[src/verilog/dpsc_map.svh]
// Purpose: Register offsets, field positions, reset values for the DSCP/snoop control bank
// Assumes: Printed offsets are word indices; APB byte address is four times the index
// Notes: Definitions only
`ifndef DPSC_MAP_SVH
`define DPSC_MAP_SVH

// ----------------------------------------------------------------
// Register indices
// ----------------------------------------------------------------
`define DPSC_IDX_MAP_38_39 12'h035c
`define DPSC_IDX_MAP_3A_3B 12'h035d
`define DPSC_IDX_MAP_3C_3D 12'h035e
`define DPSC_IDX_MAP_3E_3F 12'h035f
`define DPSC_IDX_GLOBAL 12'h0370
`define DPSC_IDX_WRED 12'h0378

// ----------------------------------------------------------------
// Field positions
// ----------------------------------------------------------------
`define DPSC_ODD_HI 6
`define DPSC_ODD_LO 4
`define DPSC_EVEN_HI 2
`define DPSC_EVEN_LO 0
`define DPSC_BIT_IGMP_EN 6
`define DPSC_BIT_MLD_OPT 3
`define DPSC_BIT_MLD_EN 2
`define DPSC_BIT_SNIFF_AND 0
`define DPSC_RED_HI 5
`define DPSC_RED_LO 4
`define DPSC_YEL_HI 3
`define DPSC_YEL_LO 2
`define DPSC_GRN_HI 1
`define DPSC_GRN_LO 0

// ----------------------------------------------------------------
// Reset values and writable masks
// ----------------------------------------------------------------
`define DPSC_RST_MAP 8'h00
`define DPSC_RST_GLOBAL 8'h00
`define DPSC_RST_WRED 8'h39
`define DPSC_MASK_MAP 8'h77
`define DPSC_MASK_GLOBAL 8'h4d
`define DPSC_MASK_WRED 8'h3f

// ----------------------------------------------------------------
// IPv6 next header codes and mapped DSCP base
// ----------------------------------------------------------------
`define DPSC_NH_HOP 8'h00
`define DPSC_NH_ICMP 8'h01
`define DPSC_NH_ICMPV6 8'h3a
`define DPSC_NH_ROUTE 8'h2b
`define DPSC_NH_FRAG 8'h2c
`define DPSC_NH_ESP 8'h32
`define DPSC_NH_AH 8'h33
`define DPSC_NH_DEST 8'h3c
`define DPSC_DSCP_BASE 6'h38

`endif

[src/verilog/dpsc_pkg.sv]
// Purpose: Shared types of the DSCP/snoop control bank
// Assumes: Included map header supplies all numbers
// Notes: Types only
`include "dpsc_map.svh"
package dpsc_pkg;
  typedef struct packed {
    logic [5:0] dscp;
    logic is_ipv4;
    logic is_igmp;
    logic is_ipv6;
    logic [7:0] next_hdr;
    logic [7:0] hop_next_hdr;
    logic src_match;
    logic dst_match;
  } dpsc_frame_type;

  typedef struct packed {
    logic [2:0] prio;
    logic prio_hit;
    logic to_host;
    logic sniff;
  } dpsc_verdict_type;

  typedef enum logic [1:0] {
    DPSC_IDLE = 2'b00,
    DPSC_ACCESS = 2'b01
  } dpsc_apb_state_type;
endpackage

[src/verilog/dpsc_prio_pair.sv]
// Purpose: One DSCP priority mapping register holding an even and an odd code
// Assumes: Write strobe from the APB decoder in the same clock
// Notes: Reserved bits 7 and 3 are never stored
`timescale 1ns/1ps
`default_nettype none
`include "dpsc_map.svh"
module dpsc_prio_pair (
  input wire logic mclk_i,
  input wire logic rst_n_i,
  input wire logic ce_i,
  input wire logic wr_i,
  input wire logic [7:0] wdata_i,
  output logic [7:0] rdata_o,
  output logic [2:0] even_prio_o,
  output logic [2:0] odd_prio_o
);
  import dpsc_pkg::*;
  logic [7:0] map_r;

  always_ff @(posedge mclk_i or negedge rst_n_i) begin
    if (!rst_n_i) begin
      map_r <= `DPSC_RST_MAP;
    end else if (ce_i && wr_i) begin
      map_r <= wdata_i & `DPSC_MASK_MAP;
    end
  end

  assign rdata_o = map_r;
  assign odd_prio_o = map_r[`DPSC_ODD_HI:`DPSC_ODD_LO];
  assign even_prio_o = map_r[`DPSC_EVEN_HI:`DPSC_EVEN_LO];
endmodule // dpsc_prio_pair
`default_nettype wire

[src/verilog/dpsc_ctrl.sv]
// Purpose: DSCP 0x38-0x3F priority map, snooping and sniff filter controls, WRED colour map
// Assumes: Frame descriptor inputs come from classifier logic on mclk_i
// Notes: APB slave, zero wait states, PSLVERR on unmapped addresses
`timescale 1ns/1ps
`default_nettype none
`include "dpsc_map.svh"

// Functional notes
// Odd DSCP 0x39..0x3F takes priority from bits 6:4 of its map register.
// Even DSCP 0x38..0x3E takes priority from bits 2:0 of its map register.
// Priority fields reset to zero; bits 7 and 3 read zero.
// IGMP enable bit 6 sends every IGMP packet to the host port.
// MLD enable bit 2 sends every MLD packet to the host port.
// Option set: match next header 43,44,50,51,60, also behind hop-by-hop.
// Option clear: match next header 1 or 58, also behind hop-by-hop.
// Sniff select set: sniff only when source and destination both match.
// Sniff select clear: sniff when source or destination matches.
// Red DSCP field bits 5:4, read-write, resets to 11b.
// Yellow DSCP field bits 3:2, read-write, resets to 10b.
// Green DSCP field bits 1:0, read-write, resets to 01b.
// Software must also set per-port ingress mirroring to activate mirroring.
// Reserved bits ignore writes and read zero.
module dpsc_ctrl #(
  parameter int unsigned ADDR_W = 14
) (
  input wire logic mclk_i,
  input wire logic rst_n_i,
  input wire logic ce_i,
  input wire logic psel_i,
  input wire logic penable_i,
  input wire logic pwrite_i,
  input wire logic [ADDR_W-1:0] paddr_i,
  input wire logic [31:0] pwdata_i,
  output logic [31:0] prdata_o,
  output logic pready_o,
  output logic pslverr_o,
  input wire logic frame_valid_i,
  input wire dpsc_pkg::dpsc_frame_type frame_i,
  output logic verdict_valid_o,
  output dpsc_pkg::dpsc_verdict_type verdict_o,
  output logic [1:0] red_dscp_o,
  output logic [1:0] yellow_dscp_o,
  output logic [1:0] green_dscp_o
);
  import dpsc_pkg::*;

  // ----------------------------------------------------------------
  // APB decode
  // ----------------------------------------------------------------
  logic [ADDR_W-1:0] idx_w;
  logic aligned_w;
  logic setup_w;
  logic [3:0] sel_map_w;
  logic sel_glb_w;
  logic sel_wred_w;
  logic hit_w;
  logic wr_en_w;
  dpsc_apb_state_type st_r;
  dpsc_apb_state_type st_nxt;

  assign idx_w = {2'b00, paddr_i[ADDR_W-1:2]};
  assign aligned_w = (paddr_i[1:0] == 2'b00);
  assign setup_w = psel_i && !penable_i;
  assign sel_map_w[0] = aligned_w && (idx_w == ADDR_W'(`DPSC_IDX_MAP_38_39));
  assign sel_map_w[1] = aligned_w && (idx_w == ADDR_W'(`DPSC_IDX_MAP_3A_3B));
  assign sel_map_w[2] = aligned_w && (idx_w == ADDR_W'(`DPSC_IDX_MAP_3C_3D));
  assign sel_map_w[3] = aligned_w && (idx_w == ADDR_W'(`DPSC_IDX_MAP_3E_3F));
  assign sel_glb_w = aligned_w && (idx_w == ADDR_W'(`DPSC_IDX_GLOBAL));
  assign sel_wred_w = aligned_w && (idx_w == ADDR_W'(`DPSC_IDX_WRED));
  assign hit_w = (|sel_map_w) || sel_glb_w || sel_wred_w;
  // Writes land at the access edge, where the master samples ready high, so a
  // transfer that a master abandons before that edge leaves no trace
  assign wr_en_w = ce_i && psel_i && penable_i && (st_r == DPSC_ACCESS) && pwrite_i && hit_w;

  always_comb begin
    st_nxt = DPSC_IDLE;
    case (st_r)
      DPSC_IDLE: st_nxt = setup_w ? DPSC_ACCESS : DPSC_IDLE;
      DPSC_ACCESS: st_nxt = setup_w ? DPSC_ACCESS : DPSC_IDLE;
      default: st_nxt = DPSC_IDLE;
    endcase
  end

  // ----------------------------------------------------------------
  // Storage
  // ----------------------------------------------------------------
  logic [7:0] map_rd_w [4];
  logic [2:0] even_prio_w [4];
  logic [2:0] odd_prio_w [4];
  logic [7:0] glb_r;
  logic [7:0] wred_r;

  genvar gi;
  generate
    for (gi = 0; gi < 4; gi++) begin : g_map
      dpsc_prio_pair u_pair (
        .mclk_i(mclk_i),
        .rst_n_i(rst_n_i),
        .ce_i(ce_i),
        .wr_i(wr_en_w && sel_map_w[gi]),
        .wdata_i(pwdata_i[7:0]),
        .rdata_o(map_rd_w[gi]),
        .even_prio_o(even_prio_w[gi]),
        .odd_prio_o(odd_prio_w[gi])
      );
    end
  endgenerate

  always_ff @(posedge mclk_i or negedge rst_n_i) begin
    if (!rst_n_i) begin
      glb_r <= `DPSC_RST_GLOBAL;
      wred_r <= `DPSC_RST_WRED;
    end else if (ce_i) begin
      if (wr_en_w && sel_glb_w) begin
        glb_r <= pwdata_i[7:0] & `DPSC_MASK_GLOBAL;
      end
      if (wr_en_w && sel_wred_w) begin
        wred_r <= pwdata_i[7:0] & `DPSC_MASK_WRED;
      end
    end
  end

  // ----------------------------------------------------------------
  // Read mux and APB answer
  // ----------------------------------------------------------------
  logic [7:0] rd_byte_w;
  assign rd_byte_w = sel_map_w[0] ? map_rd_w[0] :
                     sel_map_w[1] ? map_rd_w[1] :
                     sel_map_w[2] ? map_rd_w[2] :
                     sel_map_w[3] ? map_rd_w[3] :
                     sel_glb_w ? glb_r :
                     sel_wred_w ? wred_r : 8'h00;

  always_ff @(posedge mclk_i or negedge rst_n_i) begin
    if (!rst_n_i) begin
      st_r <= DPSC_IDLE;
      prdata_o <= 32'h0000_0000;
      pready_o <= 1'b0;
      pslverr_o <= 1'b0;
    end else if (ce_i) begin
      st_r <= st_nxt;
      pready_o <= setup_w;
      pslverr_o <= setup_w && !hit_w;
      prdata_o <= (setup_w && !pwrite_i) ? {24'h00_0000, rd_byte_w} : 32'h0000_0000;
    end
  end

  // ----------------------------------------------------------------
  // Classification
  // ----------------------------------------------------------------
  logic igmp_en_w;
  logic mld_en_w;
  logic mld_opt_w;
  logic sniff_and_w;
  logic in_range_w;
  logic [1:0] pair_w;
  logic [2:0] prio_w;
  logic ext_nh_w;
  logic ext_hop_w;
  logic icmp_nh_w;
  logic icmp_hop_w;
  logic hop_w;
  logic mld_match_w;
  logic to_host_w;
  logic sniff_w;
  localparam logic [7:0] WRED_RST = `DPSC_RST_WRED;

  assign igmp_en_w = glb_r[`DPSC_BIT_IGMP_EN];
  assign mld_en_w = glb_r[`DPSC_BIT_MLD_EN];
  assign mld_opt_w = glb_r[`DPSC_BIT_MLD_OPT];
  assign sniff_and_w = glb_r[`DPSC_BIT_SNIFF_AND];

  assign in_range_w = (frame_i.dscp[5:3] == 3'(`DPSC_DSCP_BASE >> 3));
  assign pair_w = frame_i.dscp[2:1];
  assign prio_w = frame_i.dscp[0] ? odd_prio_w[pair_w] : even_prio_w[pair_w];

  assign ext_nh_w = (frame_i.next_hdr == `DPSC_NH_ROUTE) || (frame_i.next_hdr == `DPSC_NH_FRAG) ||
                    (frame_i.next_hdr == `DPSC_NH_ESP) || (frame_i.next_hdr == `DPSC_NH_AH) ||
                    (frame_i.next_hdr == `DPSC_NH_DEST);
  assign ext_hop_w = (frame_i.hop_next_hdr == `DPSC_NH_ROUTE) || (frame_i.hop_next_hdr == `DPSC_NH_FRAG) ||
                     (frame_i.hop_next_hdr == `DPSC_NH_ESP) || (frame_i.hop_next_hdr == `DPSC_NH_AH) ||
                     (frame_i.hop_next_hdr == `DPSC_NH_DEST);
  assign icmp_nh_w = (frame_i.next_hdr == `DPSC_NH_ICMP) || (frame_i.next_hdr == `DPSC_NH_ICMPV6);
  assign icmp_hop_w = (frame_i.hop_next_hdr == `DPSC_NH_ICMP) || (frame_i.hop_next_hdr == `DPSC_NH_ICMPV6);
  assign hop_w = (frame_i.next_hdr == `DPSC_NH_HOP);
  assign mld_match_w = mld_opt_w ? (ext_nh_w || (hop_w && ext_hop_w))
                                 : (icmp_nh_w || (hop_w && icmp_hop_w));
  assign to_host_w = (igmp_en_w && frame_i.is_ipv4 && frame_i.is_igmp) ||
                     (mld_en_w && frame_i.is_ipv6 && mld_match_w);
  // Sniff flag is only the global filter; per-port mirror enables gate it downstream
  assign sniff_w = sniff_and_w ? (frame_i.src_match && frame_i.dst_match)
                               : (frame_i.src_match || frame_i.dst_match);

  always_ff @(posedge mclk_i or negedge rst_n_i) begin
    if (!rst_n_i) begin
      verdict_valid_o <= 1'b0;
      verdict_o <= '0;
      red_dscp_o <= WRED_RST[`DPSC_RED_HI:`DPSC_RED_LO];
      yellow_dscp_o <= WRED_RST[`DPSC_YEL_HI:`DPSC_YEL_LO];
      green_dscp_o <= WRED_RST[`DPSC_GRN_HI:`DPSC_GRN_LO];
    end else if (ce_i) begin
      verdict_valid_o <= frame_valid_i;
      verdict_o.prio <= in_range_w ? prio_w : 3'b000;
      verdict_o.prio_hit <= in_range_w;
      verdict_o.to_host <= to_host_w;
      verdict_o.sniff <= sniff_w;
      red_dscp_o <= wred_r[`DPSC_RED_HI:`DPSC_RED_LO];
      yellow_dscp_o <= wred_r[`DPSC_YEL_HI:`DPSC_YEL_LO];
      green_dscp_o <= wred_r[`DPSC_GRN_HI:`DPSC_GRN_LO];
    end
  end

  // ----------------------------------------------------------------
  // Checks
  // ----------------------------------------------------------------
  property p_odd_prio;
    @(posedge mclk_i) disable iff (!rst_n_i)
    (ce_i && in_range_w && frame_i.dscp[0]) |=> (verdict_o.prio == $past(map_rd_w[pair_w][`DPSC_ODD_HI:`DPSC_ODD_LO]));
  endproperty
  a_odd_prio: assert property (p_odd_prio) else $error("odd dscp priority wrong");

  property p_even_prio;
    @(posedge mclk_i) disable iff (!rst_n_i)
    (ce_i && in_range_w && !frame_i.dscp[0]) |=> (verdict_o.prio == $past(map_rd_w[pair_w][`DPSC_EVEN_HI:`DPSC_EVEN_LO]));
  endproperty
  a_even_prio: assert property (p_even_prio) else $error("even dscp priority wrong");

  property p_map_rsvd;
    @(posedge mclk_i) disable iff (!rst_n_i)
    ((map_rd_w[0] | map_rd_w[1] | map_rd_w[2] | map_rd_w[3]) & ~`DPSC_MASK_MAP) == 8'h00;
  endproperty
  a_map_rsvd: assert property (p_map_rsvd) else $error("map reserved bit set");

  property p_igmp;
    @(posedge mclk_i) disable iff (!rst_n_i)
    (ce_i && frame_i.is_ipv4 && frame_i.is_igmp && !frame_i.is_ipv6) |=> (verdict_o.to_host == $past(igmp_en_w));
  endproperty
  a_igmp: assert property (p_igmp) else $error("igmp host forward wrong");

  property p_mld;
    @(posedge mclk_i) disable iff (!rst_n_i)
    (ce_i && frame_i.is_ipv6 && !frame_i.is_ipv4 && icmp_nh_w && !mld_opt_w)
      |=> (verdict_o.to_host == $past(mld_en_w));
  endproperty
  a_mld: assert property (p_mld) else $error("mld host forward wrong");

  property p_mld_opt;
    @(posedge mclk_i) disable iff (!rst_n_i)
    (ce_i && mld_en_w && mld_opt_w && frame_i.is_ipv6 && hop_w && ext_hop_w) |=> verdict_o.to_host;
  endproperty
  a_mld_opt: assert property (p_mld_opt) else $error("mld option match missed");

  property p_sniff;
    @(posedge mclk_i) disable iff (!rst_n_i)
    (ce_i && (frame_i.src_match != frame_i.dst_match)) |=> (verdict_o.sniff == !$past(sniff_and_w));
  endproperty
  a_sniff: assert property (p_sniff) else $error("sniff filter wrong");

  property p_wred_out;
    @(posedge mclk_i) disable iff (!rst_n_i)
    (ce_i && $stable(wred_r)) |=> ({red_dscp_o, yellow_dscp_o, green_dscp_o} == $past(wred_r[5:0]));
  endproperty
  a_wred_out: assert property (p_wred_out) else $error("wred outputs wrong");

  property p_rsvd_read;
    @(posedge mclk_i) disable iff (!rst_n_i)
    (glb_r[7] == 1'b0) && (glb_r[5:4] == 2'b00) && (glb_r[1] == 1'b0) && (wred_r[7:6] == 2'b00);
  endproperty
  a_rsvd_read: assert property (p_rsvd_read) else $error("reserved bit set");

  // ----------------------------------------------------------------
  // Write path, bus answer and verdict checks
  // ----------------------------------------------------------------
  property p_map_write;
    @(posedge mclk_i) disable iff (!rst_n_i)
    (wr_en_w && sel_map_w[0]) |=> (map_rd_w[0] == ($past(pwdata_i[7:0]) & `DPSC_MASK_MAP));
  endproperty
  a_map_write: assert property (p_map_write) else $error("map write not stored");

  property p_glb_write;
    @(posedge mclk_i) disable iff (!rst_n_i)
    (wr_en_w && sel_glb_w) |=> (glb_r == ($past(pwdata_i[7:0]) & `DPSC_MASK_GLOBAL));
  endproperty
  a_glb_write: assert property (p_glb_write) else $error("global write not stored");

  property p_wred_write;
    @(posedge mclk_i) disable iff (!rst_n_i)
    (wr_en_w && sel_wred_w) |=> (wred_r == ($past(pwdata_i[7:0]) & `DPSC_MASK_WRED));
  endproperty
  a_wred_write: assert property (p_wred_write) else $error("wred write not stored");

  property p_no_setup_write;
    @(posedge mclk_i) disable iff (!rst_n_i)
    (psel_i && !penable_i) |=> ($stable(glb_r) && $stable(wred_r) && $stable(map_rd_w[0]));
  endproperty
  a_no_setup_write: assert property (p_no_setup_write) else $error("register changed in setup cycle");

  property p_err_refuse;
    @(posedge mclk_i) disable iff (!rst_n_i)
    (ce_i && setup_w && !hit_w) |=> (pready_o && pslverr_o && (prdata_o == 32'h0000_0000));
  endproperty
  a_err_refuse: assert property (p_err_refuse) else $error("unmapped access not refused");

  property p_ready_once;
    @(posedge mclk_i) disable iff (!rst_n_i)
    (ce_i && pready_o) |=> !pready_o;
  endproperty
  a_ready_once: assert property (p_ready_once) else $error("ready held too long");

  property p_prio_range;
    @(posedge mclk_i) disable iff (!rst_n_i)
    (ce_i && !in_range_w) |=> ((verdict_o.prio == 3'b000) && !verdict_o.prio_hit);
  endproperty
  a_prio_range: assert property (p_prio_range) else $error("priority outside mapped range");

  property p_verdict_valid;
    @(posedge mclk_i) disable iff (!rst_n_i)
    ce_i |=> (verdict_valid_o == $past(frame_valid_i));
  endproperty
  a_verdict_valid: assert property (p_verdict_valid) else $error("verdict valid misaligned");

  property p_host_off;
    @(posedge mclk_i) disable iff (!rst_n_i)
    (ce_i && !igmp_en_w && !mld_en_w) |=> !verdict_o.to_host;
  endproperty
  a_host_off: assert property (p_host_off) else $error("host forward while snooping off");

  property p_opt_clear_ext;
    @(posedge mclk_i) disable iff (!rst_n_i)
    (ce_i && mld_en_w && !mld_opt_w && frame_i.is_ipv6 && !frame_i.is_ipv4 && ext_nh_w)
      |=> !verdict_o.to_host;
  endproperty
  a_opt_clear_ext: assert property (p_opt_clear_ext) else $error("mld option ignored");

  property p_sniff_both;
    @(posedge mclk_i) disable iff (!rst_n_i)
    (ce_i && frame_i.src_match && frame_i.dst_match) |=> verdict_o.sniff;
  endproperty
  a_sniff_both: assert property (p_sniff_both) else $error("sniff missed on both ports");

  property p_sniff_none;
    @(posedge mclk_i) disable iff (!rst_n_i)
    (ce_i && !frame_i.src_match && !frame_i.dst_match) |=> !verdict_o.sniff;
  endproperty
  a_sniff_none: assert property (p_sniff_none) else $error("sniff without any port match");
endmodule // dpsc_ctrl
`default_nettype wire

[config.mk]
export PLATFORM = sky130hd
export DESIGN_NAME = dpsc_ctrl
export DESIGN_NICKNAME = d
export VERILOG_FILES = /design/src/verilog/dpsc_pkg.sv /design/src/verilog/dpsc_prio_pair.sv /design/src/verilog/dpsc_ctrl.sv
export VERILOG_INCLUDE_DIRS = /design/src /design/src/verilog
export SDC_FILE = /design/constraint.sdc
export NUM_CORES = 1
export LEC_CHECK = 0
export ABC_AREA = 1
export BUFFER_PORTS_ARGS = -buffer_cell sky130_fd_sc_hd__buf_4
export CAP_MARGIN = 10
export CORE_MARGIN = 2
export CORE_UTILIZATION = 38
export DETAILED_ROUTE_END_ITERATION = 8
export PLACE_DENSITY = 0.69
export SLEW_MARGIN = 25
export SYNTH_ARGS = -nofsm -noshare
export SYNTH_HDL_FRONTEND = slang
export SYNTH_SLANG_ARGS = --single-unit
[constraint.sdc]
create_clock -name mclk_i -period 1.05 [get_ports mclk_i]
set_input_delay 0.105 -clock mclk_i [delete_from_list [all_inputs] [get_ports mclk_i]]
set_output_delay 0.105 -clock mclk_i [all_outputs]
set_load 0.03 [all_outputs]
# Word level (Yosys, flattened, before mapping)

Cells that the tools add are included.

Word-level logic and storage cells: 118
Output and inout port bits: 47
Input bits: 80
Register bits after elaboration: 83

Order comparisons: 1
Bitwise operators: 1
Reductions and logical operators: 57
Equal/unequal tests: 22
Muxes and demuxes: 19

Operators with widths:

| cell                 | count |
|---|---|
| $eq 8x6->1 const B   | 12 |
| $eq 12x10->1 const B | 6 |
| $mux 7               | 6 |
| $logic_and 1x1->1    | 31 |
| $mux 3               | 6 |
| $eq 8x1->1 const B   | 2 |
| $logic_or 1x1->1     | 16 |
| $bmux 3 s2           | 2 |
| $logic_not 8->1      | 1 |
| $mux 6               | 1 |
| $logic_not 2->1      | 2 |
| $mux 1               | 4 |
| $reduce_and 2->1     | 2 |
| $reduce_or 4->1      | 1 |
| $eq 3x3->1 const B   | 1 |
| $ge 3x3->1 const B   | 1 |
| $logic_not 1->1      | 3 |
| $not 2->3            | 1 |
| $eq 2x1->1 const B   | 1 |
| $reduce_or 2->1      | 1 |

# Depth between registers and ports, before layout

Depth in word-level cells: 10
Mapped depth: 13

# Cells and area by module

From an unflattened synthesis, not the netlist that was laid out.

Cells, all modules: 549
Area total of the unflattened synthesis: 3882.5 µm²

Modules (own cells, without submodules):

| module         | area an instance (µm²) | cells each | times used | sequential area each (µm²) |
|---|---|---|---|---|
| dpsc_ctrl      | 2701.3                 | 413        | 1          | 835.8 |
| dpsc_prio_pair | 295.3                  | 34         | 4          | 150.1 |

# Least setup slack after synthesis

OpenSTA, ideal clock, no wires.

Path kind: register to register
Start point: register pready_o (netlist name)
End point: register g_map[3].u_pair.map_r[2]
Path slack: -0.312 ns
Library setup time: 0.121 ns
Cell stages (with the launch flop): 9
Path buffers: 1
Period minus slack after synthesis: 1.362 ns
Arrival time: 1.241 ns
Data required time: 0.929 ns
Path through: dfrtp_1 -> nand3_1 -> nor2_1 -> nand2_2 -> clkinv_2 -> nand2_2 -> buf_6 -> nand2_1 -> o21ai_2

RTL lines:

| item                   | line                 | source |
|---|---|---|
| end signal: assignment | dpsc_prio_pair.sv:22 | `` map_r <= `DPSC_RST_MAP; `` |
| end signal: assignment | dpsc_prio_pair.sv:24 | `` map_r <= wdata_i & `DPSC_MASK_MAP; `` |
| end: declaration       | dpsc_prio_pair.sv:18 | `logic [7:0] map_r;` |

# Worst setup path in the final report

Start point: register wred_r[0]
End point: register prdata_o[0]

Word-level cells in the longest chain between the ends: 7

Ends and longest elaborated chain:

| item                     | line             | source |
|---|---|---|
| start: declaration       | dpsc_ctrl.sv:91  | `logic [7:0] wred_r;` |
| start signal: assignment | dpsc_ctrl.sv:112 | `` wred_r <= `DPSC_RST_WRED; `` |
| start signal: assignment | dpsc_ctrl.sv:118 | `` wred_r <= pwdata_i[7:0] & `DPSC_MASK_WRED; `` |
| $mux 6                   | dpsc_ctrl.sv:132 | `sel_wred_w ? wred_r : 8'h00;` |
| $mux 7                   | dpsc_ctrl.sv:131 | `sel_glb_w ? glb_r :` |
| $mux 7                   | dpsc_ctrl.sv:130 | `sel_map_w[3] ? map_rd_w[3] :` |
| $mux 7                   | dpsc_ctrl.sv:129 | `sel_map_w[2] ? map_rd_w[2] :` |
| $mux 7                   | dpsc_ctrl.sv:128 | `sel_map_w[1] ? map_rd_w[1] :` |
| $mux 7                   | dpsc_ctrl.sv:127 | `assign rd_byte_w = sel_map_w[0] ? map_rd_w[0] :` |
| $mux 7                   | dpsc_ctrl.sv:144 | `prdata_o <= (setup_w && !pwrite_i) ? {24'h00_0000, rd_byte_w} : 32'h0000_0000;` |
| end signal: assignment   | dpsc_ctrl.sv:144 |  |
| end: declaration         | dpsc_ctrl.sv:34  | `output logic [31:0] prdata_o,` |

No other way between the ends.
A chain may end at the register's enable or synchronous reset.

==> impl_results.md <==
- Syn Std Cell Area: 3450 sq um
- Net Sw Power: 1.26 mW
- CTS Buf Count: 5
- R2r worst-path depth: 8
- Failing checks: negative setup slack
- Hold WC Path Type: input port to register
- Synth Register Bits: 56
- GRT met3 Usage: 2.67%
- Setup ws final: -147 ps
- Layout Nets: 689
- Vias in the first global route: 3289
- WHS: 44.2 ps
- Peak VDD IR: 0.000557 V
- Final Slew Violations: 0
- Largest net degree at the start of global routing: 28
- Overall routing resource usage: 19.6%
- Avg Inst Size Synth: 7.26 sq um
- Initial antenna violation count: 0
- Final wirelength: 9.75 mm
- Number of remaining DRC errors: 0
- Final Cell Area: 4970 sq um
- CTS tree: done
- Post-Place Worst Slack: -452 ps
- Switching Share: 28.2%
- Logic pwr share: 18.0%
- Ant diodes: 0
- CP Capture Type: register
- Core area: 8760 sq um
- Hold path depth: 3
- Worst R2R End: prdata_o[0]
- Worst-Skew Late Latency: 310 ps
- Start of the worst register-to-register path: wred_r[0]
- M2 GR Usage: 35.4%
- Max cap viols: 0
- Achievable Freq: 836 MHz
- Run status: finished with violations
- Met1 usage: 25.2%
- Area grow syn2layout: 44.1%
- Clock power frac: 32.8%
- Clock buffer depth: 2
- Startpoint types: register
- DIE AREA: 9860 sq um
- Starting Density: 39.4%
- Antenna-violating nets left: 0
- Hold Path Origin: pwdata_i[3]
- Critical Path AT: 1460 ps
- Width of the die: 99.3 um
- First-pass GRT wire length: 15.5 mm
- Clock transition at path regs: 110 ps
- Placed Instances: 697
- Hold path endpoint: wred_r[3]
- P_leak: 2.56 nW
- Drt pass-1 iters: 4
- Final Setup Violations: 46
- Placed cell areas: 4490 sq um
- Layout cells sized above 1: 39.7%
- Layer with the highest usage: met2
- CP Max Fanout: 2
- Rows: 34
- DR vias: 3469
- Root Buffer: clkbuf_8
- PwrDens: 897 nW/um^2
- Final Non-Filler Cells: 718
- Buffers on Ports: 76
- Reg power frac: 49.1%
- Initial drt markers: 193
- Post-detail-place hpwl: 7.59 mm
- Final period utilization: 114%
- Minimum clock period: 1200 ps
- WL/cell: 13.6 um
- Fin. Hold Viols: 0
- Die height: 99.3 um
- Synth cell types: 30
- Critical Path RT: 1320 ps
- Warnings from Yosys: 0
- GP Congestion: 0.941
- Number of vias per cell: 4.83
- WS Path Type: register to register
- Final setup skew: 7.50 ps
- Worst reg2reg setup slack: -150 ps
- CTS Sinks: 56
- Commonest non-fill, non-tap cell in the layout: buf_4
- Cells after synthesis: 475
- H-tree depth: 2
- Grt ovf: 0
- Internal power: 3.20 mW
- Io pins: 127
- Fill count: 835
- Register area share after synthesis: 40.9%
- RSZ-0062 raised after global routing: true
- Commonest cells after routing, fill and taps aside: buf_4, nand2_1, inv_1
- Setup TNS: -4620 ps
==> power by group through the flow <==
| stage | Clock, mW | Combinational (mW) | Sequential [mW] |
|---|---|---|---|
| global placement | 0 | 0.754 | 2.23 |
| CTS | 1.49 | 0.788 | 2.19 |
| finish | 1.46 | 0.804 | 2.19 |
| detailed placement | 0 | 0.767 | 2.23 |
| global route | 1.59 | 0.874 | 2.19 |
| floorplan | 0 | 0.408 | 2.27 |
==> how the worst max path moves through the flow <==
| stage | from | end | slack, ps |
|---|---|---|---|
| 2_1_floorplan | pready_o | g_map[3].u_pair.rdata_o[1] | -180 |
| 3_3_place_gp | paddr_i[7] | g_map[3].u_pair.rdata_o[4] | -420 |
| 3_5_place_dp | paddr_i[7] | g_map[3].u_pair.rdata_o[1] | -450 |
| 4_1_cts | wred_r[0] | prdata_o[0] | -180 |
| 5_1_grt | pready_o | g_map[3].u_pair.rdata_o[0] | -230 |
| 6_report | wred_r[0] | prdata_o[0] | -150 |
==> synthesized netlist by cell type <==
master	number	area, sq um
a21oi_1	12	60.1
and3_1	2	12.5
buf_4	25	188
buf_6	5	56.3
clkbuf_1	8	30.0
clkinv_2	1	5.00
conb_1	1	3.75
dfrtp_1	48	1200
dfstp_2	8	210
inv_1	58	218
inv_2	3	11.3
mux2_2	1	11.3
mux2i_1	3	30.0
nand2_1	137	514
nand2_2	8	50.1
nand3_1	20	100
nand3_2	2	20.0
nand3b_1	1	7.51
nand4_1	19	119
nor2_1	33	124
nor2_2	4	25.0
nor2_4	3	33.8
nor3_1	2	10.0
nor3_2	1	10.0
o2111ai_1	1	8.76
o211ai_1	8	60.1
o21ai_0	35	175
o21ai_1	18	90.1
o21ai_2	6	52.6
or2_2	2	12.5
==> state kept, by name, summed over array words and instances (netlist names) <==
| signal | cells |
|---|---|
| wred_r | 6 |
| green_dscp_o | 2 |
| glb_r | 4 |
| red_dscp_o | 2 |
| pslverr_o | 1 |
| prdata_o | 7 |
| g_map.u_pair.rdata_o | 24 |
| verdict_valid_o | 1 |
| verdict_o | 6 |
| pready_o | 1 |
| yellow_dscp_o | 2 |
==> what timing repair did <==
item | in CTS | in global routing
resized for setup | 37 | 56
buffers inserted | 3 | 8
pin swaps | 23 | 27
hold buffers | 2 | 0
setup endpoints to repair | 48 | 49
hold endpoints to repair | 24 | 0
==> final cells by class <==
class | instances | area (sq um) | share of cell area [%]
clock buffer | 5 | 68.8 | 1.38
timing repair buffer | 141 | 1120 | 22.5
inverter | 62 | 277 | 5.56
multi-input combinational | 343 | 1910 | 38.4
tap | 108 | 135 | 2.72
clock inverter | 3 | 46.3 | 0.931
sequential | 56 | 1410 | 28.4
==> layer usage <==
layer | vias to the layer above | routed length, um
met3 | 10 | 403
met4 | 0 | 120
li1 | 1752 | -
met5 | - | 0
met1 | 1626 | 4180
met2 | 81 | 5040
==> metrics by stage <==
step                utilization [%]  total power, mW
floorplan                         -             2.68
CTS                            54.2             4.47
global placement               51.3             2.98
global route                   56.7             4.66
detailed placement             51.3             3.00
finish                         56.7             4.46
==> logic make-up after synthesis <==
family	synth area share, %
mux	1.20
other cells	0.109
simple gates	30.1
buf+inv	14.7
compound gates	12.9
flops	40.9
==> critical path, cell delays in order, from the launching register on <==
cell     delay, ps
dfstp_2        550
inv_2           40
nor2_2         100
nand2_1         70
nand3_2         70
nand2_2         50
o21ai_2        120
nand2_1         70
nand2_1         60
Power figures use the tool's default switching activity.
